$ cat src/adc_serial_pkg.sv
// shared constants and types for the converter's serial result port
// assumes one core clock domain; pins arrive unsynchronised
package adc_serial_pkg;

  localparam int RES_W      = 16;           // one channel result
  localparam int FRAME_BITS = 32;           // two results per read
  localparam int CORE_PERIOD_NS = 10;       // core_clk period

  // register port map
  localparam logic [7:0] CTRL_OFS = 8'h00;  // quarter-period divider
  localparam logic [7:0] STAT_OFS = 8'h04;  // port state, read only
  localparam logic [7:0] QDIV_RST = 8'h02;  // divider after reset

  // index of each function on the four shared pins
  localparam int PIN_INV   = 0;             // parallel bit 6
  localparam int PIN_CHAIN = 1;             // parallel bit 7
  localparam int PIN_DOUT  = 2;             // parallel bit 8
  localparam int PIN_SCLK  = 3;             // parallel bit 9
  localparam int PAR_LO    = 6;             // lowest shared data bit

  // synchronised inputs and their levels after reset
  localparam int SYNC_N = 9;
  localparam logic [SYNC_N-1:0] SYNC_RST = 9'h030;  // cs_n, rd_n high

  // both results of one conversion, travelling together
  typedef struct packed {
    logic [RES_W-1:0] a;                    // channel A result
    logic [RES_W-1:0] b;                    // channel B result
  } result_pair_s;

  // read sequence states
  typedef enum logic {
    ST_IDLE  = 1'b0,
    ST_SHIFT = 1'b1
  } port_state_e;

endpackage

$ cat src/pair_buffer.sv
// two-entry buffer with valid/ready on both sides
// assumes a single clock; both ready and valid come from flip-flops
`timescale 1ns/1ns
module pair_buffer #(
  parameter int W = 32                      // word width
) (
  input  wire logic         core_clk,
  input  wire logic         rst,
  input  wire logic         in_valid,
  output logic              in_ready,
  input  wire logic [W-1:0] in_data,
  output logic              out_valid,
  input  wire logic         out_ready,
  output logic [W-1:0]      out_data
);

  logic [W-1:0] mem [2];                    // the two slots
  logic         wp;                         // write slot
  logic         rp;                         // read slot
  logic [1:0]   cnt;                        // words held
  logic [1:0]   next_cnt;
  logic         push;
  logic         pop;

  // a push needs room, a pop needs a word
  assign push = in_valid && in_ready;
  assign pop  = out_valid && out_ready;
  assign out_data = mem[rp];

  // occupancy after this cycle
  always_comb begin
    next_cnt = cnt;
    if (push && !pop) begin
      next_cnt = cnt + 2'd1;
    end else if (pop && !push) begin
      next_cnt = cnt - 2'd1;
    end
  end

  // pointers and flags; flags are registered from next_cnt so they stay honest
  always_ff @(posedge core_clk or posedge rst) begin
    if (rst) begin
      wp        <= 1'b0;
      rp        <= 1'b0;
      cnt       <= 2'd0;
      in_ready  <= 1'b1;
      out_valid <= 1'b0;
    end else begin
      if (push) begin
        wp <= ~wp;
      end
      if (pop) begin
        rp <= ~rp;
      end
      cnt       <= next_cnt;
      in_ready  <= (next_cnt != 2'd2);
      out_valid <= (next_cnt != 2'd0);
    end
  end

  // slot storage
  always_ff @(posedge core_clk) begin
    if (push) begin
      mem[wp] <= in_data;
    end
  end

endmodule

$ cat src/serial_result_port.sv
// serial result output port of a dual-channel sampling converter
// assumes results arrive on core_clk; all pins, sclk included, are asynchronous
//
// Operation
// select low: shared pins carry parallel bits 6-9
// clock invert flips sclk polarity, both modes
// slave: chain input reaches output after 32 clocks
// master: chain pin picks read-during or read-after
// both results in 32-bit register, MSB first
// order select decides which channel leads
// master: data stable on both sclk edges
// slave, no invert: update rising, host samples falling
// slave, invert: update falling, host samples rising
// sclk pin driven in master, input in slave
// source select low master, high slave
// order high gives A then B, low B then A
// master frame sync frames data, pulses after first
// host pulls cs_n and rd_n low to read
// second result follows first with no gap
//
// The register offsets and the address-and-strobe port were chosen for this implementation.
`timescale 1ns/1ns
module serial_result_port #(
  parameter int ADDR_W = 8                  // register address width
) (
  input  wire logic                        core_clk,
  input  wire logic                        rst,
  input  wire adc_serial_pkg::result_pair_s result_in,
  input  wire logic                        result_valid,
  output logic                             result_ready,
  input  wire logic                        conv_busy,
  input  wire logic                        serial_parallel_select,
  input  wire logic                        clock_source_select,
  input  wire logic                        frame_sync_invert,
  input  wire logic                        channel_order_select,
  input  wire logic                        cs_n,
  input  wire logic                        rd_n,
  input  wire logic [3:0]                  shared_in,
  output logic [3:0]                       shared_out,
  output logic [3:0]                       shared_oe,
  output logic                             frame_sync,
  input  wire logic [ADDR_W-1:0]           reg_addr,
  input  wire logic [31:0]                 reg_wdata,
  input  wire logic                        reg_wr,
  input  wire logic                        reg_rd,
  output logic [31:0]                      reg_rdata
);
  import adc_serial_pkg::*;

  // pin synchronisers
  logic [SYNC_N-1:0] raw;                   // unsynchronised pin levels
  logic [SYNC_N-1:0] s1;                    // first stage, read by s2 only
  logic [SYNC_N-1:0] s2;
  logic [SYNC_N-1:0] s3;
  logic [SYNC_N-1:0] q;                     // filtered levels
  logic ser_q, a_first, fs_inv, ext_clk;    // filtered mode pins
  logic rd_n_q, cs_n_q, inv_q, chain_q, sclk_q;
  // port state
  port_state_e         state;               // read sequence state
  logic [FRAME_BITS-1:0] sr;                // result shift register
  logic [4:0]          bit_cnt;             // bit now on the output
  logic                spent;               // read started, wait for deselect
  logic [15:0]         frame_cnt;           // completed reads
  result_pair_s        par_hold;            // word shown in parallel mode
  // master clock generator
  logic [7:0] qdiv;                         // core clocks per quarter sclk
  logic [7:0] qdiv_eff;
  logic [7:0] qcnt;
  logic [1:0] phase;                        // quarter of the sclk period
  logic       sclk_int;                     // uninverted master clock
  logic       q_tick;                       // end of a quarter
  logic       m_shift;                      // master moves to next bit
  // slave edge detection
  logic sclk_d;                             // sclk one core clock ago
  logic s_rise, s_fall, s_shift;
  // buffer side
  result_pair_s buf_data;
  logic         buf_valid;
  logic         buf_pop;
  logic         enabled;
  logic         start;
  logic         m_done;
  logic         s_done;
  logic         fs_act;

  // pins in the order of SYNC_RST
  assign raw = {shared_in[PIN_SCLK], shared_in[PIN_CHAIN],
                shared_in[PIN_INV], cs_n, rd_n, clock_source_select,
                frame_sync_invert, channel_order_select,
                serial_parallel_select};

  // four flops per pin; a change counts once stages two and three agree
  for (genvar i = 0; i < SYNC_N; i++) begin : g_sync
    always_ff @(posedge core_clk or posedge rst) begin
      if (rst) begin
        s1[i] <= SYNC_RST[i];
        s2[i] <= SYNC_RST[i];
        s3[i] <= SYNC_RST[i];
        q[i]  <= SYNC_RST[i];
      end else begin
        s1[i] <= raw[i];
        s2[i] <= s1[i];
        s3[i] <= s2[i];
        if (s2[i] == s3[i]) begin
          q[i] <= s3[i];
        end
      end
    end
  end

  assign ser_q   = q[0];
  assign a_first = q[1];
  assign fs_inv  = q[2];
  assign ext_clk = q[3];
  assign rd_n_q  = q[4];
  assign cs_n_q  = q[5];
  assign inv_q   = q[6];
  assign chain_q = q[7];
  assign sclk_q  = q[8];

  // result buffer; a stalled read loses no conversion
  pair_buffer #(
    .W ($bits(result_pair_s))
  ) u_buf (
    .core_clk  (core_clk),
    .rst       (rst),
    .in_valid  (result_valid),
    .in_ready  (result_ready),
    .in_data   (result_in),
    .out_valid (buf_valid),
    .out_ready (buf_pop),
    .out_data  (buf_data)
  );

  // the host must hold both strobes low
  assign enabled = ser_q && !cs_n_q && !rd_n_q;

  // read start; master read-after waits for the conversion
  always_comb begin
    start = 1'b0;
    if (state == ST_IDLE && enabled && !spent && buf_valid) begin
      if (ext_clk) begin
        start = 1'b1;
      end else begin
        start = chain_q || !conv_busy;
      end
    end
  end

  // parallel mode keeps the newest word; serial pops one per read
  assign buf_pop = start || (!ser_q && buf_valid);

  // master quarter-period timing; a zero divider acts as one
  assign qdiv_eff = (qdiv == 8'h00) ? 8'h01 : qdiv;
  assign q_tick   = (qcnt == qdiv_eff - 8'h01);
  assign m_shift  = !ext_clk && state == ST_SHIFT && q_tick && phase == 2'd3;
  assign m_done   = m_shift && bit_cnt == 5'd31;
  // sclk high in quarters one and two, data moves in quarter zero
  assign sclk_int = state == ST_SHIFT && !ext_clk && phase[0] != phase[1];

  // external clock edges, gated by chip select
  assign s_rise  = sclk_q && !sclk_d && !cs_n_q;
  assign s_fall  = !sclk_q && sclk_d && !cs_n_q;
  assign s_shift = ext_clk && state == ST_SHIFT && (inv_q ? s_fall : s_rise);
  assign s_done  = ext_clk && state == ST_SHIFT && !enabled;

  // master frame sync active through the frame, short gap after the first channel
  assign fs_act = state == ST_SHIFT && !ext_clk &&
                  !(bit_cnt == 5'd15 && phase == 2'd3);

  // previous level of the synchronised sclk
  always_ff @(posedge core_clk or posedge rst) begin
    if (rst) begin
      sclk_d <= 1'b0;
    end else begin
      sclk_d <= sclk_q;
    end
  end

  // read sequence state
  always_ff @(posedge core_clk or posedge rst) begin
    if (rst) begin
      state <= ST_IDLE;
      spent <= 1'b0;
    end else begin
      if (start) begin
        state <= ST_SHIFT;
        spent <= 1'b1;
      end else if (m_done || s_done || (state == ST_SHIFT && !enabled)) begin
        state <= ST_IDLE;
      end
      // a new read needs the host to deselect first
      if (!enabled && !start) begin
        spent <= 1'b0;
      end
    end
  end

  // master quarter counter, restarted at every read
  always_ff @(posedge core_clk or posedge rst) begin
    if (rst) begin
      qcnt  <= 8'h00;
      phase <= 2'd0;
    end else if (start || state == ST_IDLE) begin
      qcnt  <= 8'h00;
      phase <= 2'd0;
    end else if (q_tick) begin
      qcnt  <= 8'h00;
      phase <= phase + 2'd1;
    end else begin
      qcnt  <= qcnt + 8'h01;
    end
  end

  // shift register: load both results, shift MSB first
  always_ff @(posedge core_clk or posedge rst) begin
    if (rst) begin
      sr      <= '0;
      bit_cnt <= 5'd0;
    end else if (start) begin
      sr      <= a_first ? {buf_data.a, buf_data.b} : {buf_data.b, buf_data.a};
      bit_cnt <= 5'd0;
    end else if (m_shift || s_shift) begin
      // chain data enters at the bottom, out after 32 shifts
      sr <= {sr[FRAME_BITS-2:0], (ext_clk ? chain_q : 1'b0)};
      // slave keeps shifting for the chain; the count stops at the end
      if (bit_cnt != 5'd31) begin
        bit_cnt <= bit_cnt + 5'd1;
      end
    end
  end

  // newest word for the parallel bus
  always_ff @(posedge core_clk or posedge rst) begin
    if (rst) begin
      par_hold <= '0;
    end else if (!ser_q && buf_valid) begin
      par_hold <= buf_data;
    end
  end

  // shared pin drive
  always_ff @(posedge core_clk or posedge rst) begin
    if (rst) begin
      shared_out <= 4'h0;
      shared_oe  <= 4'h0;
    end else if (!ser_q) begin
      // parallel: channel A when order select is high
      shared_out <= a_first ? par_hold.a[PAR_LO+3:PAR_LO]
                            : par_hold.b[PAR_LO+3:PAR_LO];
      shared_oe  <= 4'hf;
    end else begin
      shared_out[PIN_INV]   <= 1'b0;
      shared_out[PIN_CHAIN] <= 1'b0;
      shared_out[PIN_DOUT]  <= sr[FRAME_BITS-1];
      shared_out[PIN_SCLK]  <= sclk_int ^ inv_q;
      shared_oe[PIN_INV]    <= 1'b0;
      shared_oe[PIN_CHAIN]  <= 1'b0;
      shared_oe[PIN_DOUT]   <= 1'b1;
      shared_oe[PIN_SCLK]   <= !ext_clk;
    end
  end

  // frame sync polarity follows the invert pin
  always_ff @(posedge core_clk or posedge rst) begin
    if (rst) begin
      frame_sync <= 1'b0;
    end else begin
      frame_sync <= fs_act ^ fs_inv;
    end
  end

  // completed reads, for software
  always_ff @(posedge core_clk or posedge rst) begin
    if (rst) begin
      frame_cnt <= 16'h0000;
    end else if (m_done || s_done) begin
      frame_cnt <= frame_cnt + 16'h0001;
    end
  end

  // divider register: sets the master serial clock rate
  always_ff @(posedge core_clk or posedge rst) begin
    if (rst) begin
      qdiv <= QDIV_RST;
    end else if (reg_wr && reg_addr == CTRL_OFS[ADDR_W-1:0]) begin
      qdiv <= reg_wdata[7:0];
    end
  end

  // read data the cycle after the strobe; unmapped reads give zero
  always_ff @(posedge core_clk or posedge rst) begin
    if (rst) begin
      reg_rdata <= 32'h0000_0000;
    end else if (reg_rd) begin
      if (reg_addr == CTRL_OFS[ADDR_W-1:0]) begin
        reg_rdata <= {24'h000000, qdiv};
      end else if (reg_addr == STAT_OFS[ADDR_W-1:0]) begin
        reg_rdata <= {frame_cnt, 7'h00, bit_cnt, 1'b0,
                      ext_clk, buf_valid, state};
      end else begin
        reg_rdata <= 32'h0000_0000;
      end
    end else begin
      reg_rdata <= 32'h0000_0000;
    end
  end
endmodule

$ cat config.mk
export PLATFORM = sky130hd
export DESIGN_NAME = serial_result_port
export DESIGN_NICKNAME = d
export VERILOG_FILES = /design/src/adc_serial_pkg.sv /design/src/pair_buffer.sv /design/src/serial_result_port.sv
export SDC_FILE = /design/constraint.sdc
export NUM_CORES = 1
export LEC_CHECK = 0
export ABC_AREA = 1
export BUFFER_PORTS_ARGS = -buffer_cell sky130_fd_sc_hd__clkbuf_2
export CORE_MARGIN = 2
export CORE_UTILIZATION = 52
export CTS_CLUSTER_DIAMETER = 200
export DETAILED_ROUTE_END_ITERATION = 7
export PLACE_DENSITY = 0.83
export SLEW_MARGIN = 20
export SYNTH_ARGS = -nofsm -noshare
export SYNTH_HDL_FRONTEND = slang
export SYNTH_SLANG_ARGS = --single-unit
$ cat constraint.sdc
create_clock -name core_clk -period 4.64 [get_ports core_clk]
set_input_delay 0.232 -clock core_clk [delete_from_list [all_inputs] [get_ports core_clk]]
set_output_delay 0.232 -clock core_clk [all_outputs]
set_load 0.01 [all_outputs]
Word-level counts from Yosys, hierarchy flattened
Memory sizes are Yosys's and may differ from the RTL's.
Index checks and enable logic that the tools add are counted.
{"block": "totals", "ram_bits": 64, "reg_bits": 177, "in_bits": 88, "memories": 1, "wordCells": 170}
{"name": "u_buf.mem", "depth": 2, "width": 32, "read_ports": 1, "rd_ports_with_merged_regs": 0, "wr": 1, "line_no": "pair_buffer.sv:17", "source": "logic [W-1:0] mem [2];"}
{"block": "op_classes", "n_reduce_logical": 55, "bitwise": 5, "eq_ne": 17, "muxes": 29, "add_sub_neg": 7}
{"operator": "$mux 32", "count": 6}
{"operator": "$logic_and 1x1->1", "count": 27}
{"operator": "$mux 8", "count": 3}
{"operator": "$add 16x1->16 const B", "count": 1}
{"operator": "$logic_not 8->1", "count": 2}
{"operator": "$mux 5", "count": 3}
{"operator": "$logic_not 1->1", "count": 13}
{"operator": "$mux 4", "count": 3}
{"operator": "$reduce_bool 2->1", "count": 6}
{"operator": "$mux 1", "count": 10}
{"operator": "$eq 1x1->1", "count": 9}
{"operator": "$add 8x1->8 const B", "count": 1}
{"operator": "$eq 8x3->1 const B", "count": 1}
{"operator": "$eq 8x8->1", "count": 1}
{"operator": "$mux 2", "count": 4}
{"operator": "$sub 8x1->8 const B", "count": 1}
{"operator": "$logic_or 1x1->1", "count": 6}
{"operator": "$add 5x1->5 const B", "count": 1}
{"operator": "$eq 5x4->1 const B", "count": 1}
{"operator": "$eq 5x5->1 const B", "count": 1}
{"operator": "$ne 5x5->1 const B", "count": 1}
{"operator": "$add 2x1->2 const B", "count": 2}
{"operator": "$not 1->1", "count": 3}
{"operator": "$eq 2x2->1 const B", "count": 1}
{"operator": "5 further kinds", "count": 6}

Longest topological paths before layout
Gate-level depths: netlist of run 1.
{"block": "logic_depth", "depth_word": 13, "mapped_depth": 19, "depth_no_buf": 18}

Modules after synthesis
From an unflattened synthesis of run 1, not the netlist that was laid out.
{"block": "hier_totals", "cells_unflattened": 971, "hier_area_um2": 9525.4}
{"module": "serial_result_port", "cells_each": 768, "n_inst": 1, "seq_area_each_um2": 3789.9, "area_per_inst_um2": 6895.4}
{"module": "pair_buffer", "cells_each": 203, "n_inst": 1, "seq_area_each_um2": 2073.2, "area_per_inst_um2": 2630.0}

Worst setup path after synthesis of run 1
OpenSTA, ideal clock, no wires.
{"block": "synth_timing", "path_type": "flip-flop to flip-flop", "from": "reg u_buf.in_ready", "to": "mem u_buf.mem[0][0], enable pin", "required_time_ns": 4.219, "slack_ns": 2.162, "synth_period_minus_slack_ns": 2.478, "t_arrival_ns": 2.057, "stages_incl_launch_ff": 3, "cell_sequence": "dfstp_2 -> nand2_1 -> nor2_1"}
{"block": "synth_via", "elab_chain_len": 3}
{"element": "start: declaration", "line_no": "pair_buffer.sv:10", "source": "output logic in_ready,"}
{"element": "start signal: assignment", "line_no": "pair_buffer.sv:56", "source": "in_ready <= (next_cnt != 2'd2);"}
{"element": "$logic_and 1x1->1", "line_no": "pair_buffer.sv:26", "source": "assign push = in_valid && in_ready;"}
{"element": "$mux 1", "line_no": "pair_buffer.sv:63", "source": "if (push) begin"}
{"element": "$mux 1 (not written as such)", "line_no": "pair_buffer.sv:64", "source": "mem[wp] <= in_data;"}
{"element": "end: declaration", "line_no": "pair_buffer.sv:17"}
No other way between the ends.

Final worst setup path of run 1
{"block": "layout_timing", "from": "reg qdiv[2]", "to": "reg bit_cnt[2]"}
{"block": "layout_via", "elab_chain_len": 9}
{"element": "start: declaration", "line_no": "serial_result_port.sv:66", "source": "logic [7:0] qdiv;"}
{"element": "start signal: assignment", "line_no": "serial_result_port.sv:287", "source": "qdiv <= reg_wdata[7:0];"}
{"element": "$logic_not 8->1", "line_no": "serial_result_port.sv:154", "source": "assign qdiv_eff = (qdiv == 8'h00) ? 8'h01 : qdiv;"}
{"element": "$mux 8 (*)", "line_no": "serial_result_port.sv:154"}
{"element": "$sub 8x1->8 (*)", "line_no": "serial_result_port.sv:155", "source": "assign q_tick = (qcnt == qdiv_eff - 8'h01);"}
{"element": "$eq 8x8->1 (*)", "line_no": "serial_result_port.sv:155"}
{"element": "$logic_and 1x1->1 (*) (2 in series)", "line_no": "serial_result_port.sv:156", "source": "assign m_shift = !ext_clk && state == ST_SHIFT && q_tick && phase == 2'd3;"}
{"element": "$logic_or 1x1->1 (*)", "line_no": "serial_result_port.sv:223", "source": "end else if (m_shift || s_shift) begin"}
{"element": "$reduce_bool 2->1 (no line) (*)"}
{"element": "$reduce_and 2->1 (no line) (*)"}
{"element": "end signal: assignment", "line_no": "serial_result_port.sv:228", "source": "bit_cnt <= bit_cnt + 5'd1;"}
{"element": "end: declaration", "line_no": "serial_result_port.sv:61", "source": "logic [4:0] bit_cnt;"}
Every way passes the cells marked *; elsewhere a longest branch is shown, timed or not.
A chain may end at the register's enable or synchronous reset.

==> flow_metrics.tcl, run 1 <==
set metrics [dict create \
    clkTransAtPathRegs_ns 0.06 \
    final_area_um2 11500 \
    path_cells "nor2_1, nand2_1, nor2_1, nor2_1, ha_1, xor2_1, nand2_1, nor2_1, nand2_1, nor2_2, nand4_2, nand3_2, buf_4, nand2_1, nand2_1, nand2_1" \
    synth_edf_count 64 \
    grt_pass1_wl_um 32500 \
    nets 1170 \
    die_x_um 139 \
    fp.dieArea_um2 19400 \
    synth_area_um2 9530 \
    worstSkewPairLatency_ns 0.53 \
    cts_tree "done" \
    start_util 0.530 \
    slowest_delay_ns 0.47 \
    p_sw_frac 0.296 \
    rsz0062_at_grt "false" \
    die_y_um 139 \
    diodes 0 \
    layout_setup_ws_ns 1.57 \
    path_delay_family "simple AND/OR/NAND/NOR gates" \
    area_growth_pct 20.6 \
    finClkSkew_ns 0.0190 \
    combPwrFrac 0.191 \
    num_io_pins 130 \
    p_int_uw 3990 \
    synth_area_leader_cell "dfrtp_1" \
    final-setup-viol-count 0 \
    ys_seq_area_frac 0.615 \
    fmax_mhz 326 \
    worstSetupPathType "reg -> reg" \
    max_slew.worst_pin.slew_ns 0.829 \
    status "finished clean" \
    p_leak_uw 0.00517 \
    grt_pass1_vias 6796 \
    dp_slack_ns 1.74 \
    reg2reg_from "qdiv[2]" \
    p_per_area_nw_per_um2 493 \
    synth_cells 931 \
    end_kind "flip-flop" \
    vdd_ir_drop_max_mv 0.413 \
    antenna_found_initial 0 \
    drtPass1Iterations 6 \
    gp_congestion 0.903 \
    core-area_um2 18000 \
    rows 49 \
    clock_path_buffers 3 \
    whs_endpoint "qdiv[5]" \
    crit_path_max_fanout 66 \
    cts-root-buf "clkbuf_16" \
    pwr-share-seq 0.460 \
    ant_nets 0 \
    hold_violations 0 \
    cp.required_ns 5.04 \
    vias 6929 \
    maxSlewHeadroom 0.442 \
    reg2reg_to "bit_cnt[2]" \
    ys_ff_latch 221 \
    min_from "reg_wdata[5]" \
    drc 0 \
    synth_cell_type_count 47 \
    drtIter0Drc 590 \
    power_frac_clock 0.350 \
    drive_gt1_frac 0.167 \
    cts_htree_levels 1 \
    crit_arrival_ns 3.47 \
    hpwl_um 12300 \
    ys_warn_count 0 \
    power_switching_uw 1680 \
    crit_top_cell "nand2_1" \
    cpMaxStageDelayCell "buf_4" \
    path_buf_inv 1 \
    grt_start_max_net_pins 122 \
    syn_avg_cell_area_um2 10.2 \
    viasPerCell 5.24 \
    post_cts_buffers 0 \
    cts_resized 0 \
    cts.sinks 221 \
    yosys-top-cells-area "dfrtp_1 (39%), edfxtp_1 (20%), nand2_1 (7.5%)" \
    port_buffers 97 \
    critPathLaunchType "flip-flop" \
    synth_ff_type "dfrtp_1" \
    post_drt_wl_per_cell_um 15.0 \
    grt_overflow 0 \
    period_share 0.661 \
    min_delay_path_depth 3 \
    finalWirelength_um 19900 \
    cp_num_cells 16 \
    report.final.slew_viol_count 0 \
    maxCapViolCount 0 \
    rrSetupSlack_ns 1.57 \
    setup_tns_ns 0 \
    post-synth-top-area-fraction 0.386 \
    placed_cell_area_um2 10200 \
    synth-async-reset-ratio 0.710 \
    grt_usage 0.203 \
    tritoncts.num_buffers 24 \
    power_uw 5670 \
    ff2ff_path_depth 16 \
    min_path_type "in -> reg" \
    post-route-min-period_ns 3.07 \
]
synthesized netlist by cell type (2+ instances only):
master,number
nor2_2,3
clkbuf_1,17
dfstp_2,10
o31ai_1,2
xor2_1,24
o211ai_1,31
conb_1,2
nand2_2,2
inv_2,8
o32ai_1,4
edfxtp_1,64
nor2_1,57
nand2_1,191
ha_1,7
dfrtp_1,147
nor4_1,4
o21ai_1,15
buf_4,11
xnor2_1,4
inv_1,108
nor3_1,25
maj3_1,9
mux2i_1,27
nand4_1,8
nor3b_1,2
nand3_1,35
buf_6,5
a21oi_1,14
nand3_2,2
buf_2,7
o21ai_0,70
state kept, by name, summed over array words and instances (netlist names), 2 cells and up:
register    cells
bit_cnt         5
frame_cnt      16
par_hold        8
phase           2
qcnt            8
qdiv            8
reg_rdata      25
s1              9
s2              9
s3              9
shared_oe       3
shared_out      4
sr             32
u_buf.cnt       2
u_buf.mem      64
power by group through the flow:
stage | Sequential (µW) | Combinational [µW] | Clock [µW]
finish | 2600 | 1080 | 1980
global route | 2640 | 1210 | 2090
CTS | 2600 | 1080 | 2000
detailed placement | 2630 | 1020 | 0
global placement | 2610 | 979 | 0
floorplan | 2550 | 798 | 0
worst max-delay path by stage:
stage               startpoint         end
floorplan                  rst     a_first
global placement       qdiv[1]  bit_cnt[1]
detailed placement     qdiv[1]  bit_cnt[2]
CTS                    qdiv[2]  bit_cnt[2]
global route           qdiv[1]  bit_cnt[1]
finish                 qdiv[2]  bit_cnt[2]
stage by stage:
stage | hold WS, ns | utilization | std cells
after CTS | 0.0121 | 0.639 | 1322
after global routing | 0.0405 | 0.640 | 1322
final | 0.0162 | 0.640 | 1322
after floorplan | 0.236 | - | 937
after global placement | 0.322 | 0.565 | 1229
after detailed placement | 0.323 | 0.565 | 1229
cells by family after synthesis:
logic type | share of synthesized area
AND/OR/NAND/NOR | 0.150
flip-flops | 0.615
buffers and inverters | 0.0720
AO/OA/AOI/OAI | 0.0867
XOR/XNOR | 0.0274
multiplexers | 0.0295
adder cells (fa/ha/maj) | 0.0186
other | 0.000788
cells in the final DEF, fill, tap and decap left out, types with 31 or more instances in the layout:
master and instances:
edfxtp_1 64, clkbuf_2 97, dfrtp_1 146, nor2_1 55, dlygate4sd3_1 49, o21ai_0 70, inv_1 107, nand2_1 191
o211ai_1 31, nand3_1 35
repair_timing:
action                                 CTS  global route
setup endpoints to repair                0             0
hold buffers                            49             0
endpoints found under the hold margin   86             0
routing by layer:
metal / GRT usage / wire length [µm] / vias to the layer above
li1: - / - / 3351
met1: 0.270 / 8340 / 3253
met2: 0.344 / 9670 / 283
met3: 0.0337 / 1320 / 42
met4: 0.0654 / 546 / 0
met5: 0 / 0 / -
worst min-delay path: stages:
cell and delay (ns):
clkbuf_2 0.08, nor2_1 0.04, a21oi_1 0.12
final cells by class:
class                           count  area, µm²
Inverter                          117        447
Clock buffer                       27        622
Timing Repair Buffer              154       1040
Clock inverter                     17        221
Fill cell                        1314       6470
Tap cell                          229        287
Multi-Input combinational cell    557       3010
Sequential cell                   221       5860
Note: power is estimated with default switching activity, not from simulation.
==> inputs of run 2 (changes only) <==
--- a/config.mk
+++ b/config.mk
@@ -5,13 +5,13 @@
 export SDC_FILE = /design/constraint.sdc
 export NUM_CORES = 1
 export LEC_CHECK = 0
-export ABC_AREA = 1
+export ABC_AREA = 0
 export BUFFER_PORTS_ARGS = -buffer_cell sky130_fd_sc_hd__clkbuf_2
 export CORE_MARGIN = 2
-export CORE_UTILIZATION = 52
+export CORE_UTILIZATION = 57
 export CTS_CLUSTER_DIAMETER = 200
 export DETAILED_ROUTE_END_ITERATION = 7
-export PLACE_DENSITY = 0.83
+export PLACE_DENSITY = 0.86
 export SLEW_MARGIN = 20
 export SYNTH_ARGS = -nofsm -noshare
 export SYNTH_HDL_FRONTEND = slang
==> constraint.sdc (replaced) <==
create_clock -name core_clk -period 3.1 [get_ports core_clk]
set_input_delay 0.155 -clock core_clk [delete_from_list [all_inputs] [get_ports core_clk]]
set_output_delay 0.155 -clock core_clk [all_outputs]
set_load 0.01 [all_outputs]
==> flow_metrics.tcl, run 2 <==
set metrics [dict create \
    status "finished with violations" \
    violations "negative setup slack" \
    synth_ff_type "dfrtp_1" \
    ant_nets 0 \
    path_delay_family "simple AND/OR/NAND/NOR gates" \
    clkTransAtPathRegs_ns 0.06 \
    synth-simple-area-share 0.0991 \
    vdd_ir_drop_max_mv 0.501 \
    drtPass1Iterations 5 \
    crit_path_max_fanout 5 \
    cts-root-buf "clkbuf_16" \
    viasPerCell 5.73 \
    core-area_um2 15900 \
    final_cell_mix "dfrtp_1 (146), clkbuf_2 (97), edfxtp_1 (64), dlygate4sd3_1 (50), nand2b_1 (35)" \
    die_y_um 131 \
    min_path_type "in -> reg" \
    maxSlewHeadroom 0.437 \
    port_buffers 97 \
    yosys-top-cells-area "dfrtp_1 (40%), edfxtp_1 (21%), mux4_2 (7.8%)" \
    ys_ff_latch 221 \
    diodes 0 \
    synth.mux.area_fraction 0.115 \
    drtIter0Drc 504 \
    die_x_um 131 \
    grt_usage 0.228 \
    synth_most_common_cell "dfrtp_1" \
    grt_pass1_wl_um 32000 \
    finClkSkew_ns 0.0131 \
    end_kind "flip-flop" \
    synth-async-reset-ratio 0.710 \
    p_leak_uw 0.00490 \
    nets 903 \
    final-setup-viol-count 8 \
    worstSkewPairLatency_ns 0.50 \
    synth_compound_area_frac 0.0685 \
    regMostFlops "u_buf.mem" \
    num_io_pins 130 \
    synthXorXnorAreaFrac 0.0360 \
    post_drt_wl_per_cell_um 18.8 \
    final-instance-count-excl-fill 1040 \
    placed_cell_area_um2 10100 \
    grt_pass1_vias 6294 \
    slowest_delay_ns 0.54 \
    p_per_area_nw_per_um2 753 \
    top_regs "u_buf.mem (64), sr (32), reg_rdata (25)" \
    dpl.cell_count 944 \
    finalWirelength_um 19600 \
    fmax_mhz 316 \
    synth_area_um2 9250 \
    gp_congestion 0.842 \
    synth_fa_ha_area_frac 0.0192 \
    antenna_found_initial 0 \
    grt_overflow 0 \
    hpwl_um 12100 \
    post-synth-top-area-fraction 0.398 \
    period_share 1.02 \
    rsz0062_at_grt "true" \
    hold_ws_ns 0.0547 \
    area_growth_pct 24.5 \
    vias 5955 \
    largest_register_ffs 64 \
    tritoncts.num_buffers 23 \
    crit_arrival_ns 3.54 \
    synth_top_family_by_area "multiplexers" \
    final_common_cell "dfrtp_1" \
    drive_gt1_frac 0.323 \
    ys_seq_area_frac 0.634 \
    cts_tree "done" \
    cpMaxStageDelayCell "or4_4" \
    max_slew.worst_pin.slew_ns 0.845 \
    rows 46 \
    synth_area_leader_cell "dfrtp_1" \
    grt_start_max_net_pins 157 \
    path_cells "or4_4, nor2_4, nor2_1, ha_1, xnor2_1, a21oi_1, o211ai_1, or3_4, or3_4, buf_6, a21oi_4, mux2_4" \
    synth_edf_count 64 \
    fp.dieArea_um2 17300 \
    layout_setup_ws_ns -0.0647 \
    setup_tns_ns -0.259 \
    post-route-min-period_ns 3.16 \
    ys_warn_count 0 \
    crit_top_cell "or3_4" \
    final_util 0.725 \
    path_buf_inv 1 \
    synth_cells 636 \
    final_area_um2 11500 \
    synth_cell_type_count 55 \
    critPathLaunchType "flip-flop" \
    report.final.slew_viol_count 0 \
    cts.sinks 221 \
    start_util 0.582 \
    maxCapViolCount 0 \
    cts_htree_levels 1 \
    clock_path_buffers 3 \
    synthTopCellsByCount "dfrtp_1 (147), edfxtp_1 (64), nand2b_1 (36), nor2_1 (34), nand2_1 (33)" \
    syn_avg_cell_area_um2 14.5 \
    worstSetupPathType "reg -> reg" \
    hold_violations 0 \
    drc 0 \
    cp.required_ns 3.47 \
]
==> run 2: changes by cell type after synthesis, sizes merged, moves of 14 or more <==
cell / previous run / this run
and2: 1 / 15
inv: 116 / 13
mux4: 0 / 32
nand2: 193 / 33
nand2b: 0 / 36
nand3: 37 / 8
nor2: 61 / 34
nor3: 26 / 7
o211ai: 31 / 1
o21ai: 87 / 17
o221a: 0 / 31
==> run 2: timing repair <==
item | 4_1_cts | 5_1_grt
pin swaps | 7 | 6
setup buffers | 1 | 0
endpoints found under the setup margin | 46 | 48
hold endpoints to repair | 228 | 0
gates resized for setup | 8 | 13
hold buffers | 50 | 0
cloned | 1 | 3
==> run 2: area by class of cell <==
cell class / instances / area (µm²)
Timing Repair Buffer: 179 / 1330
Inverter: 14 / 56.3
Fill cell: 981 / 4380
Clock buffer: 33 / 664
Sequential cell: 221 / 5860
Tap cell: 216 / 270
Multi-Input combinational cell: 369 / 3240
Clock inverter: 8 / 90.1
==> run 2: stage by stage <==
step / setup slack [ns] / power (µW)
global route: -0.186 / 9050
finish: -0.0647 / 8670
global placement: -0.0992 / 5690
detailed placement: -0.165 / 5830
CTS: -0.0818 / 8630
floorplan: -0.0187 / 5290
==> run 2: final timing paths <==
check	to	start	slack (ns)	cells after the start
setup / recovery	frame_cnt[1]	qdiv[1]	-0.06	12
hold / removal	reg_rdata[3]	reg_addr[2]	0.05	2
setup reg to reg	frame_cnt[1]	qdiv[1]	-0.06	12
hold reg to reg	s2[3]	s1[3]	0.35	0
max in group asynchronous	u_buf.rp	rst	2.02	4
min in group asynchronous	shared_oe[2]	rst	0.08	3
==> run 2: kinds of logic (layout without fill, tap and decap cells) <==
| family | after synthesis | after routing |
|---|---|---|
| multiplexers | 65 | 65 |
| other | 2 | 8 |
| flip-flops | 221 | 221 |
| XOR/XNOR | 38 | 38 |
| AND/OR/NAND/NOR | 170 | 170 |
| AO/OA/AOI/OAI | 72 | 72 |
| adder cells (fa/ha/maj) | 16 | 16 |
| buffers and inverters | 52 | 234 |
==> run 2: where the power goes <==
part / total (µW) / internal [µW] / leakage (µW) / switching [µW]
Combinational: 1890 / 1060 / 0.00198 / 824
Clock: 2740 / 1650 / 0.000376 / 1080
Sequential: 4040 / 3620 / 0.00254 / 425
Total: 8670 / 6340 / 0.00490 / 2330
==> run 2: metal layers <==
layer | track usage | up-vias | part of all wire
met1 | 0.291 | 3051 | 0.40
met3 | 0.0332 | 42 | 0.049
met2 | 0.408 | 206 | 0.53
li1 | - | 2656 | -
met4 | 0.0646 | 0 | 0.020
met5 | 0 | - | 0
==> run 2: worst register-to-register path: cells and delay by family (launching register included) <==
kind	cells	cell delay, ns
adders and majority gates	1	0.29
buffers and inverters	1	0.15
AOI/OAI and AO/OA	3	0.39
DFF	1	0.37
and+or+nand+nor	5	1.42
xor gates and xnor gates	1	0.13
muxes	1	0.31
==> inputs of run 3 (changes only) <==
--- a/config.mk
+++ b/config.mk
@@ -7,6 +7,7 @@
 export LEC_CHECK = 0
 export ABC_AREA = 0
 export BUFFER_PORTS_ARGS = -buffer_cell sky130_fd_sc_hd__clkbuf_2
+export CORE_ASPECT_RATIO = 0.5
 export CORE_MARGIN = 2
 export CORE_UTILIZATION = 57
 export CTS_CLUSTER_DIAMETER = 200
==> flow_metrics.tcl, run 3 (synthesis gave the netlist of run 2 again) <==
set metrics [dict create \
    area_growth_pct 24.0 \
    rsz0062_at_grt "true" \
    hold_ws_ns 0.0711 \
    post-route-min-period_ns 3.13 \
    top_regs "u_buf.mem (64), sr (32), reg_rdata (25)" \
    vias 6004 \
    clock_path_buffers 3 \
    layout_setup_ws_ns -0.0261 \
    placed_cell_area_um2 10100 \
    gp_congestion 0.795 \
    hold_violations 0 \
    drive_gt1_frac 0.331 \
    viasPerCell 5.83 \
    end_kind "flip-flop" \
    startpoint "qdiv[1]" \
    core-area_um2 15600 \
    clkTransAtPathRegs_ns 0.07 \
    period_share 1.01 \
    rrSetupSlack_ns -0.03 \
    maxSlewHeadroom 0.460 \
    finalWirelength_um 20200 \
    grt_overflow 0 \
    reg2reg_to "frame_cnt[1]" \
    final-setup-viol-count 2 \
    critPathCapture "frame_cnt[1]" \
    drtIter0Drc 500 \
    finClkSkew_ns 0.0286 \
    ff2ff_path_depth 12 \
    fmax_mhz 320 \
    crit_path_max_fanout 7 \
    final_area_um2 11500 \
    drc 0 \
    report.final.slew_viol_count 0 \
    crit_arrival_ns 3.50 \
    grt_usage 0.237 \
    critPathLaunchType "flip-flop" \
    post_drt_wl_per_cell_um 19.7 \
    power_uw 8230 \
    regMostFlops "u_buf.mem" \
    violations "negative setup slack" \
    dpl.cell_count 933 \
    grt_pass1_vias 6124 \
    final_common_cell "dfrtp_1" \
    nets 907 \
    cts_htree_levels 1 \
    cts_tree "done" \
    antenna_found_initial 0 \
    status "finished with violations" \
    cts.sinks 221 \
    setup_tns_ns -0.0366 \
    cp.required_ns 3.47 \
    start_util 0.592 \
    final_cell_mix "dfrtp_1 (146), clkbuf_2 (97), edfxtp_1 (64), dlygate4sd3_1 (50), nand2b_1 (34)" \
    max_slew.worst_pin.slew_ns 0.810 \
    p_leak_uw 0.00489 \
    min_path_type "in -> reg" \
    tritoncts.num_buffers 19 \
    final-instance-count-excl-fill 1029 \
    vdd_ir_drop_max_mv 0.476 \
    hpwl_um 11800 \
    reg2reg_from "qdiv[1]" \
    port_buffers 97 \
    worstSetupPathType "reg -> reg" \
    cts-root-buf "clkbuf_16" \
    grt_pass1_wl_um 31700 \
    maxCapViolCount 0 \
    rows 32 \
    largest_register_ffs 64 \
    num_io_pins 130 \
    fp.dieArea_um2 17300 \
    drtPass1Iterations 5 \
    die_x_um 184 \
    p_per_area_nw_per_um2 717 \
    die_y_um 94.1 \
    worstSkewPairLatency_ns 0.51 \
    ant_nets 0 \
    diodes 0 \
    grt_start_max_net_pins 76 \
]
## run 3: cell count changes in the layout (fill, tap and decap cells not counted), sizes merged
cell    before  now
buf         30   36
bufinv       2    0
clkbuf     132  127
inv         12   14
## run 3: final cells by class
| class | instances | area [µm²] |
|---|---|---|
| repair buffers | 187 | 1470 |
| multi-input cells | 369 | 3230 |
| well taps | 204 | 255 |
| inverters | 14 | 56.3 |
| fillers | 935 | 4150 |
| clock inverters | 8 | 48.8 |
| clock buffers | 26 | 542 |
| flip-flops and latches | 221 | 5860 |
## run 3: worst min path at each step
| stage | from | end | slack (ns) | cells after the start |
|---|---|---|---|---|
| 3_5_place_dp | rd_n | s1[4] | 0.25 | 1 |
| 4_1_cts | result_valid | u_buf.wp | 0.06 | 3 |
| 2_1_floorplan | rd_n | s1[4] | 0.16 | 0 |
| 3_3_place_gp | rd_n | s1[4] | 0.24 | 1 |
| 5_1_grt | reg_addr[2] | reg_rdata[3] | 0.09 | 2 |
| 6_report | reg_addr[2] | reg_rdata[3] | 0.07 | 2 |
## run 3: metal layers
layer	global-route usage	vias up	wire (µm)
met2	0.408	222	10000
met3	0.0357	23	1150
met1	0.328	3100	8770
li1	-	2659	-
met4	0.0440	0	282
met5	0	-	0
## run 3: critical path, stage by stage, from the launching register on
cell and delay (ns):
dfstp_2 0.37, or4_4 0.55, nor2_4 0.10, nor2_1 0.05, ha_2 0.26, xnor2_1 0.12, a21oi_1 0.11, o211ai_1 0.10
or3_4 0.39, or3_4 0.36, buf_8 0.15, a21oi_4 0.16, mux2_4 0.31
## run 3: power breakdown
part           leakage, µW  internal (µW)  switching [µW]
registers          0.00254           3620             425
clock network     0.000299           1240            1050
logic              0.00205           1080             816
total              0.00489           5930            2290
## run 3: repair_timing
item,4_1_cts,5_1_grt
pin swaps,5,4
setup buffers,3,2
endpoints found under the setup margin,45,54
hold buffers,50,0
resized for setup,6,12
cloned,2,5
endpoints found under the hold margin,110,0
## run 3: through the flow
step	setup WS, ns	utilization
after detailed placement	-0.114	0.648
after CTS	-0.0793	0.724
after floorplan	-0.0187	-
after global routing	-0.126	0.734
after global placement	-0.108	0.648
final	-0.0261	0.734
